## src/shared/lintc_consts.svh

```systemverilog
`ifndef LINTC_CONSTS_SVH
`define LINTC_CONSTS_SVH
// Operation
// - tx low drives bus dominant, high releases
// - receive output mirrors bus level in tx/rx mode; high otherwise
// - long dominant tx forces recessive, sets flag
// - timeout in tx/rx mode; recovers when tx high
// - supply undervoltage holds bus recessive
// - overtemperature disables driver, receiver, high-side switch
// - software selects 20k, 10k or fast slope
// - interface active only in chip normal mode
// - modes transmit/receive and disable supported
// - tx/rx command accepted only while tx high
// - sleep disables tx, weak pull-up, monitors bus
// - wake needs fall, dominant over 70us, rise
// - wake reported; interrupt or regulator restart
// - wake detection enabled by software setting
// =====================================================
// timing
`define LINTC_CLK_MHZ        125
`define LINTC_WAKE_US        70
`define LINTC_WAKE_CYC       (`LINTC_WAKE_US * `LINTC_CLK_MHZ + 1)
`define LINTC_TXDOM_US       6000
`define LINTC_TXDOM_CYC      (`LINTC_TXDOM_US * `LINTC_CLK_MHZ)
`define LINTC_CNT_W          20
// =====================================================
// encodings
`define LINTC_MODE_DIS       2'h0
`define LINTC_MODE_TXRX      2'h1
`define LINTC_MODE_SLEEP     2'h2
`define LINTC_BAUD_20K       2'h0
`define LINTC_BAUD_10K       2'h1
`define LINTC_BAUD_FAST      2'h2
`define LINTC_FIFO_W         1
`define LINTC_FIFO_D         8
`define LINTC_FIFO_AW        3
`endif

```

## src/shared/lintc_pkg.sv

```systemverilog
package lintc_pkg;
  typedef struct packed {
    logic       cmdValid;
    logic [1:0] cmdMode;
    logic [1:0] cmdBaud;
    logic       cmdWakeEn;
  } lintc_cmd_type;
  typedef struct packed {
    logic       timeoutFlag;
    logic       wakeFlag;
    logic [1:0] modeNow;
    logic [1:0] baudNow;
  } lintc_stat_type;
  typedef enum logic [1:0] {
    WK_IDLE = 2'h0,
    WK_LOW  = 2'h1,
    WK_QUAL = 2'h3
  } lintc_wake_type;
endpackage

```

## src/design/lintc_channel.sv

```systemverilog
`timescale 1ns/1ps
`include "lintc_consts.svh"
module lintc_channel #(
  parameter int TXDOM_CYC = `LINTC_TXDOM_CYC
) (
  input  wire logic                    clk_sys,
  input  wire logic                    srst,
  input  wire logic                    txData,
  output logic                         rxData,
  input  wire logic                    busIn,
  output logic                         busOut,
  output logic                         busOe_n,
  input  wire lintc_pkg::lintc_cmd_type cmd,
  input  wire logic                    chipNormal,
  input  wire logic                    supplyLow,
  input  wire logic                    overTemp,
  input  wire logic                    lpRegOn,
  input  wire logic                    lpRegOff,
  output lintc_pkg::lintc_stat_type    stat,
  output logic                         weakPullupEn,
  output logic                         normPullupEn,
  output logic                         highSideEn,
  output logic [1:0]                   slopeSel,
  output logic                         wakeEvent,
  output logic                         wakeIrq,
  output logic                         regRestart
);
  import lintc_pkg::*;
  // =====================================================
  // control state
  logic [1:0]             mode_q;
  logic [1:0]             baud_q;
  logic                   wakeEn_q;
  logic                   toFlag_q;
  logic                   wakeFlag_q;
  logic [`LINTC_CNT_W-1:0] domCnt_q;
  logic [`LINTC_CNT_W-1:0] wakeCnt_q;
  lintc_wake_type         wk_q;
  logic                   active;
  logic                   txAllowed;
  logic                   fifoBus;
  logic                   fifoValid;
  logic                   wakeHit;

  function automatic logic isMode(input logic [1:0] m, input logic [1:0] code);
    return m == code;
  endfunction

  assign active = chipNormal && !overTemp;

  always_ff @(posedge clk_sys) begin
    if (srst) begin
      mode_q   <= `LINTC_MODE_DIS;
      baud_q   <= `LINTC_BAUD_20K;
      wakeEn_q <= 1'b0;
    end else if (cmd.cmdValid) begin
      baud_q   <= cmd.cmdBaud;
      wakeEn_q <= cmd.cmdWakeEn;
      // tx/rx refused while tx held low
      if (!(isMode(cmd.cmdMode, `LINTC_MODE_TXRX) && !txData)) begin
        mode_q <= cmd.cmdMode;
      end
    end
  end

  // =====================================================
  // dominant timeout
  always_ff @(posedge clk_sys) begin
    if (srst) begin
      domCnt_q <= '0;
      toFlag_q <= 1'b0;
    end else if (txData || !isMode(mode_q, `LINTC_MODE_TXRX)) begin
      domCnt_q <= '0;
      toFlag_q <= 1'b0;
    end else if (domCnt_q >= `LINTC_CNT_W'(TXDOM_CYC)) begin
      toFlag_q <= 1'b1;
    end else begin
      domCnt_q <= domCnt_q + `LINTC_CNT_W'(1);
    end
  end

  assign txAllowed = active && isMode(mode_q, `LINTC_MODE_TXRX) && !toFlag_q && !supplyLow;

  // received samples buffered; one cycle of slack keeps rx aligned
  lintc_fifo #(.WIDTH(`LINTC_FIFO_W), .DEPTH(`LINTC_FIFO_D), .AW(`LINTC_FIFO_AW)) uRxFifo (
    .clk_sys  (clk_sys),
    .srst     (srst),
    .inData   (busIn),
    .inValid  (1'b1),
    .inReady  (),
    .outData  (fifoBus),
    .outValid (fifoValid),
    .outReady (1'b1)
  );

  // =====================================================
  // pins
  always_ff @(posedge clk_sys) begin
    if (srst) begin
      busOut       <= 1'b0;
      busOe_n      <= 1'b1;
      rxData       <= 1'b1;
      highSideEn   <= 1'b0;
      weakPullupEn <= 1'b1;
      normPullupEn <= 1'b0;
      slopeSel     <= `LINTC_BAUD_20K;
    end else begin
      busOut       <= 1'b0;
      busOe_n      <= !(txAllowed && !txData);
      rxData       <= (active && isMode(mode_q, `LINTC_MODE_TXRX) && fifoValid) ? fifoBus : 1'b1;
      highSideEn   <= active;
      weakPullupEn <= !active || isMode(mode_q, `LINTC_MODE_SLEEP);
      normPullupEn <= active && !isMode(mode_q, `LINTC_MODE_SLEEP);
      slopeSel     <= baud_q;
    end
  end

  // =====================================================
  // wake detection
  always_ff @(posedge clk_sys) begin
    if (srst || !wakeEn_q || !isMode(mode_q, `LINTC_MODE_SLEEP)) begin
      wk_q      <= WK_IDLE;
      wakeCnt_q <= '0;
    end else begin
      unique case (wk_q)
        WK_IDLE: begin
          wakeCnt_q <= '0;
          if (busIn) wk_q <= WK_LOW;
        end
        WK_LOW: begin
          if (busIn) begin
            wk_q <= WK_LOW;
            wakeCnt_q <= '0;
          end else begin
            wakeCnt_q <= wakeCnt_q + `LINTC_CNT_W'(1);
            if (wakeCnt_q >= `LINTC_CNT_W'(`LINTC_WAKE_CYC)) wk_q <= WK_QUAL;
          end
        end
        WK_QUAL: begin
          if (busIn) wk_q <= WK_IDLE;
        end
        // unused code falls back to idle rather than sticking
        default: begin
          wk_q <= WK_IDLE;
        end
      endcase
    end
  end

  assign wakeHit = (wk_q == WK_QUAL) && busIn;

  always_ff @(posedge clk_sys) begin
    if (srst) begin
      wakeEvent  <= 1'b0;
      wakeIrq    <= 1'b0;
      regRestart <= 1'b0;
      wakeFlag_q <= 1'b0;
    end else begin
      wakeEvent  <= wakeHit;
      wakeIrq    <= wakeHit && lpRegOn;
      regRestart <= wakeHit && lpRegOff;
      if (wakeHit) wakeFlag_q <= 1'b1;
      else if (cmd.cmdValid) wakeFlag_q <= 1'b0;
    end
  end

  always_ff @(posedge clk_sys) begin
    if (srst) begin
      stat <= '0;
    end else begin
      stat <= '{timeoutFlag: toFlag_q, wakeFlag: wakeFlag_q || wakeHit, modeNow: mode_q, baudNow: baud_q};
    end
  end
endmodule // lintc_channel

```

## src/design/lintc_fifo.sv

```systemverilog
`timescale 1ns/1ps
`include "lintc_consts.svh"
module lintc_fifo #(
  parameter int WIDTH = 1,
  parameter int DEPTH = 8,
  parameter int AW    = 3
) (
  input  wire logic             clk_sys,
  input  wire logic             srst,
  input  wire logic [WIDTH-1:0] inData,
  input  wire logic             inValid,
  output logic                  inReady,
  output logic      [WIDTH-1:0] outData,
  output logic                  outValid,
  input  wire logic             outReady
);
  logic [WIDTH-1:0] mem [DEPTH];
  logic [AW-1:0]    wrPtr_q;
  logic [AW-1:0]    rdPtr_q;
  logic [AW:0]      count_q;
  logic             push;
  logic             pop;

  assign inReady = (count_q != (AW+1)'(DEPTH)) || (outReady && outValid);
  assign push    = inValid && inReady;
  assign pop     = outValid && outReady;
  assign outValid = (count_q != '0);
  assign outData  = mem[rdPtr_q];

  always_ff @(posedge clk_sys) begin
    if (push) begin
      mem[wrPtr_q] <= inData;
    end
  end

  always_ff @(posedge clk_sys) begin
    if (srst) begin
      wrPtr_q <= '0;
      rdPtr_q <= '0;
      count_q <= '0;
    end else begin
      if (push) begin
        wrPtr_q <= wrPtr_q + AW'(1);
      end
      if (pop) begin
        rdPtr_q <= rdPtr_q + AW'(1);
      end
      count_q <= count_q + (AW+1)'(push) - (AW+1)'(pop);
    end
  end
endmodule // lintc_fifo

```

## config.mk

```make
export PLATFORM = sky130hd
export DESIGN_NAME = lintc_channel
export DESIGN_NICKNAME = d
export VERILOG_FILES = /design/src/shared/lintc_pkg.sv /design/src/design/lintc_channel.sv /design/src/design/lintc_fifo.sv
export VERILOG_INCLUDE_DIRS = /design/src /design/src/shared
export SDC_FILE = /design/constraint.sdc
export NUM_CORES = 1
export LEC_CHECK = 0
export BUFFER_PORTS_ARGS = -buffer_cell sky130_fd_sc_hd__buf_2
export CORE_MARGIN = 2
export CORE_UTILIZATION = 40
export DETAILED_ROUTE_END_ITERATION = 7
export PLACE_DENSITY = 0.59
export SYNTH_ARGS = -nofsm -noshare
export SYNTH_HDL_FRONTEND = slang
export SYNTH_SLANG_ARGS = --single-unit
export TNS_END_PERCENT = 5
```

## constraint.sdc

```tcl
create_clock -name clk_sys -period 5.33 [get_ports clk_sys]
set_input_delay 0.7995 -clock clk_sys [delete_from_list [all_inputs] [get_ports clk_sys]]
set_output_delay 0.7995 -clock clk_sys [all_outputs]
set_load 0.005 [all_outputs]
```

==> results.yml, run 1 <==
sta:
  fmax_ghz: 0.3797
  maxSlewViolCount: 0
  fin_tns_setup_ns: 0
  max_slew_margin_pct: 41.12
  rsz0062_at_grt: "false"
  fin_crit_sh_pct: 49.41
  tightest_slew_ns: 0.8784
  hold_viol: 0
  setup_viol_count_final: 0
  fin_crit_ns: 2.634
  skew_ns: 0.01112
setup_path:
  slowest_stage: "or3_1"
  worst-setup-path-type: "primary input to flop"
  worstPathMaxFanout: 26
  crit_arrival_ns: 2.90
  crit_family: "simple AND/OR/NAND/NOR gates"
  start_kind: "primary input"
  cp_cell_sequence: "buf_2 > nand4bb_1 > or3_1 > a41oi_1 > o21ai_0 > o31ai_1"
  critPathBufInv: 1
  required_ns: 5.60
  endpoint_kind: "flop"
  slowest_delay_ns: 0.79
route:
  via_count: 2959
  wl_um: 7432
  firstDrtPassIters: 4
  drcViolationCount: 0
  vias_per_cell: 5.293
  ant_nets: 0
  wl_per_cell_um: 13.30
  drt-initial-drc-count: 207
power:
  vdd_drop_max_mv: 0.1444
  p_int_w: 0.0008532
  power_frac_comb_pct: 8.7
  swShare_pct: 26.01
  p_switching_w: 0.0003000
  pwr-share-clk_pct: 34.3
  power_density_nw_per_um2: 282.9
  p_leak_nw: 1.469
  seqPwrFrac_pct: 57.0
floorplan:
  pin_count: 32
  die-height_um: 100.2
  initial_utilization_pct: 40.60
  dieArea_um2: 10030
  coreArea_um2: 9109
  rows: 35
  die_w_um: 100.2
status:
  status: "complete, no violations"
final_layout:
  fin_nets: 466
  fillCellCount: 906
  fin_cells: 559
  n_antenna_cell: 0
  drive_gt1_share_pct: 12.50
  multi_input_area_um2: 1861
  syn_to_final_growth_pct: 10.22
  regArea_um2: 1702
  design_area_um2: 4076
  final_util_pct: 44.75
logic_synthesis:
  syn_area_per_cell_um2: 8.806
  netlist_top_cells_area: "dfxtp_1, edfxtp_1, nor2_1, xnor2_1, nand2_1"
  synth-main-ff-cell: "dfxtp_1"
  synthesis.nets: 443
  synth.cell_area_um2: 3699
  yosys_warnings: 0
  netlist_instances: 420
  synth.distinct_cells: 55
  synth_edf_count: 8
  ys_ff_latch: 81
  synthTopCellsByCount: "dfxtp_1, nor2_1, nand2_1"
  seq_area_frac_synth_pct: 46.01
  yosysMostFrequentCell: "dfxtp_1"
  synth_area_leader_cell: "dfxtp_1"
  synth_top_area_share_pct: 39.51
  async_reset_ff_share_pct: 0
flow_run:
  cap_violations: 0
global_routing:
  grt_first_pass_wirelength_um: 12990
  grt_usage_pct: 16.06
  grt_max_degree: 27
  grt.overflow.total: 0
  grt_antenna_before_repair: 0
  grt_pass1_vias: 2842
clock_tree:
  cts_hold_buf: 0
  numCtsBuffers: 9
  cts_buffer_depth: 2
  cts_tree: "done"
  htree_levels: 3
  cts-root-buf: "clkbuf_8"
  cts_setup_buffers: 0
  clk_pin_slew_ns: 0.08
  post_cts_resized: 0
  clock_latency_ns: 0.35
  cts_sinks: 81
place:
  place_hpwl_um: 5184
  dpl-instance-area_um2: 3908
  gp_congestion: 0.7514
  dp.cells: 543
  port_buffers: 30
min_path:
  hold_path_class: "flop to flop"
## per-layer routing
layer,up-vias,global-route usage (%),part of all wire [%]
met5,-,0,0
met4,0,4.110,0.97
met3,6,4.875,3.1
met2,40,26.95,47
met1,1386,20.20,49
li1,1527,-,-
## path summary, 6_finish.rpt
check | startpoint | endpoint | slack (ns) | cells past startpoint
setup reg to reg | mode_q[1] | wakeCnt_q[17] | 3.13 | 5
hold reg to reg | wakeFlag_q | stat[4] | 0.47 | 2
hold / removal | wakeFlag_q | stat[4] | 0.47 | 2
setup / recovery | srst | wakeCnt_q[17] | 2.70 | 6
## cell type report
cell class | count | area share [%]
Clock buffer | 9 | 3.039
Clock inverter | 7 | 1.105
Inverter | 13 | 1.197
Multi-Input combinational cell | 307 | 45.64
Sequential cell | 81 | 41.74
Tap cell | 111 | 3.407
Timing Repair Buffer | 31 | 3.867
## power by group through the flow
stage | clock network, W | logic, W | registers [W]
2_1_floorplan | 0 | 0.0000781 | 0.000668
3_3_place_gp | 0 | 0.0000988 | 0.000672
3_5_place_dp | 0 | 0.000102 | 0.000673
4_1_cts | 0.000415 | 0.000102 | 0.000658
5_1_grt | 0.000441 | 0.000115 | 0.000662
6_report | 0.000396 | 0.0000999 | 0.000658
## stage by stage
step / hold WS (ns) / worst slack (ns) / total power [W]
CTS: 0.4719 / 2.691 / 0.001176
finish: 0.4704 / 2.696 / 0.001153
detailed placement: 0.4520 / 2.316 / 0.0007746
global placement: 0.4405 / 2.389 / 0.0007709
global route: 0.4948 / 2.444 / 0.001218
floorplan: 0.4230 / 3.287 / 0.0007459
## sequential cells by signal (all words and copies together), names as in the netlist, 2 cells and up
name and count:
wakeCnt_q 20, wk_q 2, uRxFifo.rdPtr_q 3, uRxFifo.mem 8, mode_q 2, domCnt_q 20
baud_q 2, uRxFifo.wrPtr_q 3, stat 6, uRxFifo.count_q 4
## worst reg2reg max path: cells and delay by family, from the launching register on
kind,cells,cell delay (ns)
flip-flops,1,0.40
AND/OR/NAND/NOR,2,1.30
AO/OA/AOI/OAI,3,0.43
## cells by family after synthesis
logic type,count (synthesis),synth area share [%]
adders and majority gates,8,2.706
and+or+nand+nor,188,25.47
buffers and inverters,32,3.688
other,1,0.1014
AOI/OAI and AO/OA,82,14.48
muxes,7,2.571
DFF,81,46.01
xor gates and xnor gates,21,4.973
## layout by cell type (no fill, tap or decap), drive strengths merged, types with 9 or more instances in the layout
master,instances
dfxtp,73
nor2,63
nand2,34
buf,31
a21oi,25
nand3,24
o21ai,21
xnor2,15
inv,15
nand2b,9
clkbuf,9
Note: power is estimated with default switching activity, not from simulation.
==> run 2: changes to the inputs <==
==> constraint.sdc (replaced) <==
create_clock -name clk_sys -period 2.5 [get_ports clk_sys]
set_input_delay 0.375 -clock clk_sys [delete_from_list [all_inputs] [get_ports clk_sys]]
set_output_delay 0.375 -clock clk_sys [all_outputs]
set_load 0.005 [all_outputs]
==> run 2 against run 1 <==
Clock skew decreased by 0.0019 ns. Worst hold slack got worse by 0.24 ns. Clock power increased by 110%. Utilization increased by 0.80 points. First-iteration DRC count decreased by 39%. Total power increased by 110%. Flip-flop and latch count unchanged. Sequential power increased by 110%. Largest cell class unchanged. Setup slack got worse by 2.2 ns. Global-route usage increased by 0.28 points. Critical path depth unchanged. Routed wire length increased by 3.0%.
==> results.yml, run 2 (synthesized netlist as in run 1, its figures left out) <==
setup_path:
  crit_arrival_ns: 2.22
  start_kind: "flop"
  worstPathMaxFanout: 6
  worst-setup-path-type: "flop to flop"
  required_ns: 2.74
  endpoint_kind: "flop"
place:
  pre_cts_ws_ns: 0.5510
  dpl-instance-area_um2: 3983
  place_hpwl_um: 5494
  gp_congestion: 0.8124
  port_buffers: 30
route:
  wl_um: 7654
  vias_per_cell: 5.286
  via_count: 3008
  drcViolationCount: 0
  drt-initial-drc-count: 126
  ant_nets: 0
  firstDrtPassIters: 4
  wl_per_cell_um: 13.45
clock_tree:
  numCtsBuffers: 9
  cts_setup_buffers: 0
  cts_buffer_depth: 2
  cts-root-buf: "clkbuf_8"
  cts_sinks: 81
  clk_pin_slew_ns: 0.08
  cts_tree: "done"
  htree_levels: 3
  clock_latency_ns: 0.34
  post_cts_resized: 0
  cts_hold_buf: 0
floorplan:
  rows: 35
  dieArea_um2: 10030
  initial_utilization_pct: 40.60
  die_w_um: 100.2
  pin_count: 32
  die-height_um: 100.2
  coreArea_um2: 9109
sta:
  fin_crit_ns: 1.978
  maxSlewViolCount: 0
  rsz0062_at_grt: "false"
  fmax_ghz: 0.5055
  skew_ns: 0.009247
  hold_viol: 0
  setup_viol_count_final: 0
  fin_crit_sh_pct: 79.13
  timing.final.ws_setup_ns: 0.5218
  tightest_slew_ns: 0.7202
  fin_tns_setup_ns: 0
  max_slew_margin_pct: 51.99
  whs_ns: 0.2272
power:
  p_leak_nw: 1.521
  power_density_nw_per_um2: 596.8
  vdd_drop_max_mv: 0.2916
status:
  status: "complete, no violations"
final_layout:
  final_cell_mix: "dfxtp_1, nor2_1, nand2_1, buf_2"
  drive_gt1_share_pct: 14.19
  final_common_cell: "dfxtp_1"
  fin_nets: 476
  fillCellCount: 920
  syn_to_final_growth_pct: 12.18
  regArea_um2: 1702
  top_regs: "domCnt_q x20, wakeCnt_q x20, uRxFifo.mem x8"
  final_util_pct: 45.55
  design_area_um2: 4149
  n_antenna_cell: 0
  multi_input_area_um2: 1861
global_routing:
  grt_antenna_before_repair: 0
  grt_pass1_vias: 2862
  grt.overflow.total: 0
  grt_first_pass_wirelength_um: 13140
  grt_max_degree: 22
  grt_usage_pct: 16.34
min_path:
  hold_path_class: "primary input to flop"
flow_run:
  cap_violations: 0
run 2: cell types whose count changed in the layout (fill, tap and decap cells not counted):
| cell | previous run | this run |
|---|---|---|
| clkinv_1 | 2 | 0 |
| clkinvlp_4 | 2 | 1 |
| clkinv_2 | 1 | 2 |
| inv_6 | 2 | 0 |
| clkbuf_1 | 0 | 3 |
| buf_4 | 1 | 11 |
| clkbuf_8 | 9 | 10 |
run 2: worst paths after layout:
path,cells after the start,endpoint,start,slack (ns)
max,6,domCnt_q[14],domCnt_q[0],0.52
min,2,regRestart,lpRegOff,0.23
min reg2reg,2,stat[5],toFlag_q,0.47
max reg2reg,6,domCnt_q[14],domCnt_q[0],0.52
run 2: metrics by stage:
stage	std cells	total power (W)
6_report	569	0.002476
5_1_grt	569	0.002616
4_1_cts	569	0.002508
3_5_place_dp	553	0.001670
3_3_place_gp	553	0.001661
2_1_floorplan	420	0.001590
run 2: layout make-up:
type,count,share of cell area [%]
Clock inverter,3,0.4222
Multi-Input combinational cell,307,44.84
Inverter,13,1.176
Sequential cell,81,41.01
Timing Repair Buffer,41,5.609
Clock buffer,13,3.589
Tap cell,111,3.347
run 2: metal layers:
metal / vias to the layer above / track usage [%] / wire [um]
met3: 7 / 5.223 / 264
met1: 1411 / 20.46 / 3631
met2: 42 / 27.36 / 3655
met4: 0 / 4.110 / 102
li1: 1548 / - / -
met5: - / 0 / 0
run 2: critical path: stages (launching register included):
cell and delay [ns]:
dfxtp_1 0.44, ha_1 0.25, nand3_1 0.11, or4_1 0.48, a211oi_2 0.27, a31oi_1 0.12, a41o_1 0.21
run 2: power breakdown:
group	internal, W	switching, W	total [W]	leakage (nW)
sequential	0.00136	0.0000452	0.00140	0.665
clock	0.000386	0.000454	0.000840	0.0834
combinational	0.000118	0.000114	0.000233	0.773
==> run 3: changes to the inputs <==
==> constraint.sdc (replaced) <==
create_clock -name clk_sys -period 1.85 [get_ports clk_sys]
set_input_delay 0.2775 -clock clk_sys [delete_from_list [all_inputs] [get_ports clk_sys]]
set_output_delay 0.2775 -clock clk_sys [all_outputs]
set_load 0.005 [all_outputs]
==> run 3 against run 2 <==
Critical path depth did not move. Sequential power rose by 36%. Sequential share of layout area fell by 2.4 points. Critical endpoint is now domCnt_q[15]. Highest routed layer unchanged. Clock power rose by 64%. Combinational power rose by 39%. Clock-buffer cell count fell by 2. Non-clock buffer count rose by 23. Largest cell class unchanged. Clock skew fell by 0.0020 ns. Worst hold slack got worse by 0.095 ns. Die area did not move. Largest power group unchanged. Fmax rose by 12%.
==> results.yml, run 3 (synthesized netlist as in run 1, its figures left out) <==
status:
  status: "complete, no violations"
power:
  p_leak_nw: 1.660
  power_density_nw_per_um2: 816.2
  p_total_w: 0.003603
  seqPwrFrac_pct: 52.6
  power_frac_comb_pct: 9.0
  swShare_pct: 23.37
  p_switching_w: 0.0008419
  pwr-share-clk_pct: 38.4
  vdd_drop_max_mv: 0.3502
  p_int_w: 0.002761
final_layout:
  fillCellCount: 881
  top_regs: "domCnt_q x20, wakeCnt_q x20, uRxFifo.mem x8"
  final_common_cell: "dfxtp_1"
  fin_nets: 499
  drive_gt1_share_pct: 19.96
  syn_to_final_growth_pct: 19.35
  n_antenna_cell: 0
  final_cell_mix: "dfxtp_1, nor2_1, nand2_1, buf_4, buf_2"
  final_util_pct: 48.46
  design_area_um2: 4414
clock_tree:
  cts-root-buf: "clkbuf_8"
  numCtsBuffers: 9
  cts_sinks: 81
  clk_pin_slew_ns: 0.08
  cts_tree: "done"
  clock_latency_ns: 0.34
  cts_setup_buffers: 0
  htree_levels: 3
  cts_buffer_depth: 2
setup_path:
  required_ns: 2.09
  worstPathMaxFanout: 3
  r2r_cells: 6
  crit_arrival_ns: 2.01
  endpoint_kind: "flop"
  start_kind: "flop"
  worst-setup-path-type: "flop to flop"
route:
  wl_per_cell_um: 13.31
  vias_per_cell: 5.221
  via_count: 3091
  drt-initial-drc-count: 135
  wl_um: 7881
  firstDrtPassIters: 4
  ant_nets: 0
  drcViolationCount: 0
global_routing:
  grt_first_pass_wirelength_um: 13910
  grt_max_degree: 26
  grt_pass1_vias: 3026
  grt.overflow.total: 0
  grt_usage_pct: 17.14
  grt_antenna_before_repair: 0
floorplan:
  pin_count: 32
  die_w_um: 100.2
  rows: 35
  coreArea_um2: 9109
  dieArea_um2: 10030
  die-height_um: 100.2
  initial_utilization_pct: 40.60
min_path:
  hold_path_class: "primary input to flop"
  holdPathStages: 2
sta:
  rsz0062_at_grt: "true"
  whs_ns: 0.1322
  hold_viol: 0
  timing.final.ws_setup_ns: 0.08263
  max_slew_margin_pct: 54.52
  fmax_ghz: 0.5658
  fin_crit_ns: 1.767
  setup_viol_count_final: 0
  tightest_slew_ns: 0.6796
  maxSlewViolCount: 0
  skew_ns: 0.007223
  fin_crit_sh_pct: 95.53
place:
  dpl-instance-area_um2: 4168
  place_hpwl_um: 5736
  port_buffers: 30
  gp_congestion: 0.8350
  pre_cts_ws_ns: 0.05743
flow_run:
  cap_violations: 0
==> run 3: cell types whose count changed in the layout (fill, tap and decap cells not counted), moves of 2 or more <==
cell       delta
buf_4        +22
dfxtp_1       -2
bufinv_16     +2
dfxtp_2       +2
==> run 3: metal layers <==
metal / global-route usage, % / wire length, um
met1: 21.68 / 3728
met2: 28.24 / 3785
met3: 5.153 / 250
met4: 5.269 / 116
met5: 0 / 0
==> run 3: stage by stage <==
stage / std cells / setup TNS [ns]
global route: 592 / -0.0007174
global placement: 576 / 0
CTS: 592 / 0
finish: 592 / 0
floorplan: 420 / 0
detailed placement: 576 / 0
==> run 3: cell type report <==
| class | instances | area, um2 | area share (%) |
|---|---|---|---|
| multi-input cells | 307 | 1893 | 42.89 |
| clock inverters | 5 | 80.08 | 1.814 |
| repair buffers | 64 | 417.9 | 9.467 |
| clock buffers | 11 | 131.4 | 2.976 |
| flip-flops and latches | 81 | 1704 | 38.61 |
| inverters | 13 | 48.80 | 1.105 |
| well taps | 111 | 138.9 | 3.146 |
==> run 3: critical path, cell delays in order, from the launching register on <==
cell and delay [ns]:
dfxtp_2 0.35, buf_4 0.12, nand4_2 0.12, or4_4 0.56, a2111oi_4 0.30, xnor2_1 0.16, nor2_1 0.06
==> run 3: path summary, 6_finish.rpt <==
path | from | slack (ns) | endpoint
max | domCnt_q[0] | 0.08 | domCnt_q[15]
min | lpRegOff | 0.13 | regRestart
max reg2reg | domCnt_q[0] | 0.08 | domCnt_q[15]
min reg2reg | toFlag_q | 0.46 | stat[5]
==> run 3: repair_timing <==
| action | 4_1_cts | 5_1_grt |
|---|---|---|
| resized for setup | 0 | 8 |
| endpoints found under the setup margin | 0 | 7 |
| hold buffers | 0 | 0 |
| hold endpoints to repair | 0 | 0 |
==> run 3: power by group through the flow <==
stage	Combinational [W]	Clock [W]	Sequential (W)
after detailed placement	0.000332	0	0.00193
after CTS	0.000331	0.00143	0.00190
after global placement	0.000319	0	0.00193
after floorplan	0.000225	0	0.00192
after global routing	0.000369	0.00149	0.00191
final	0.000325	0.00138	0.00190
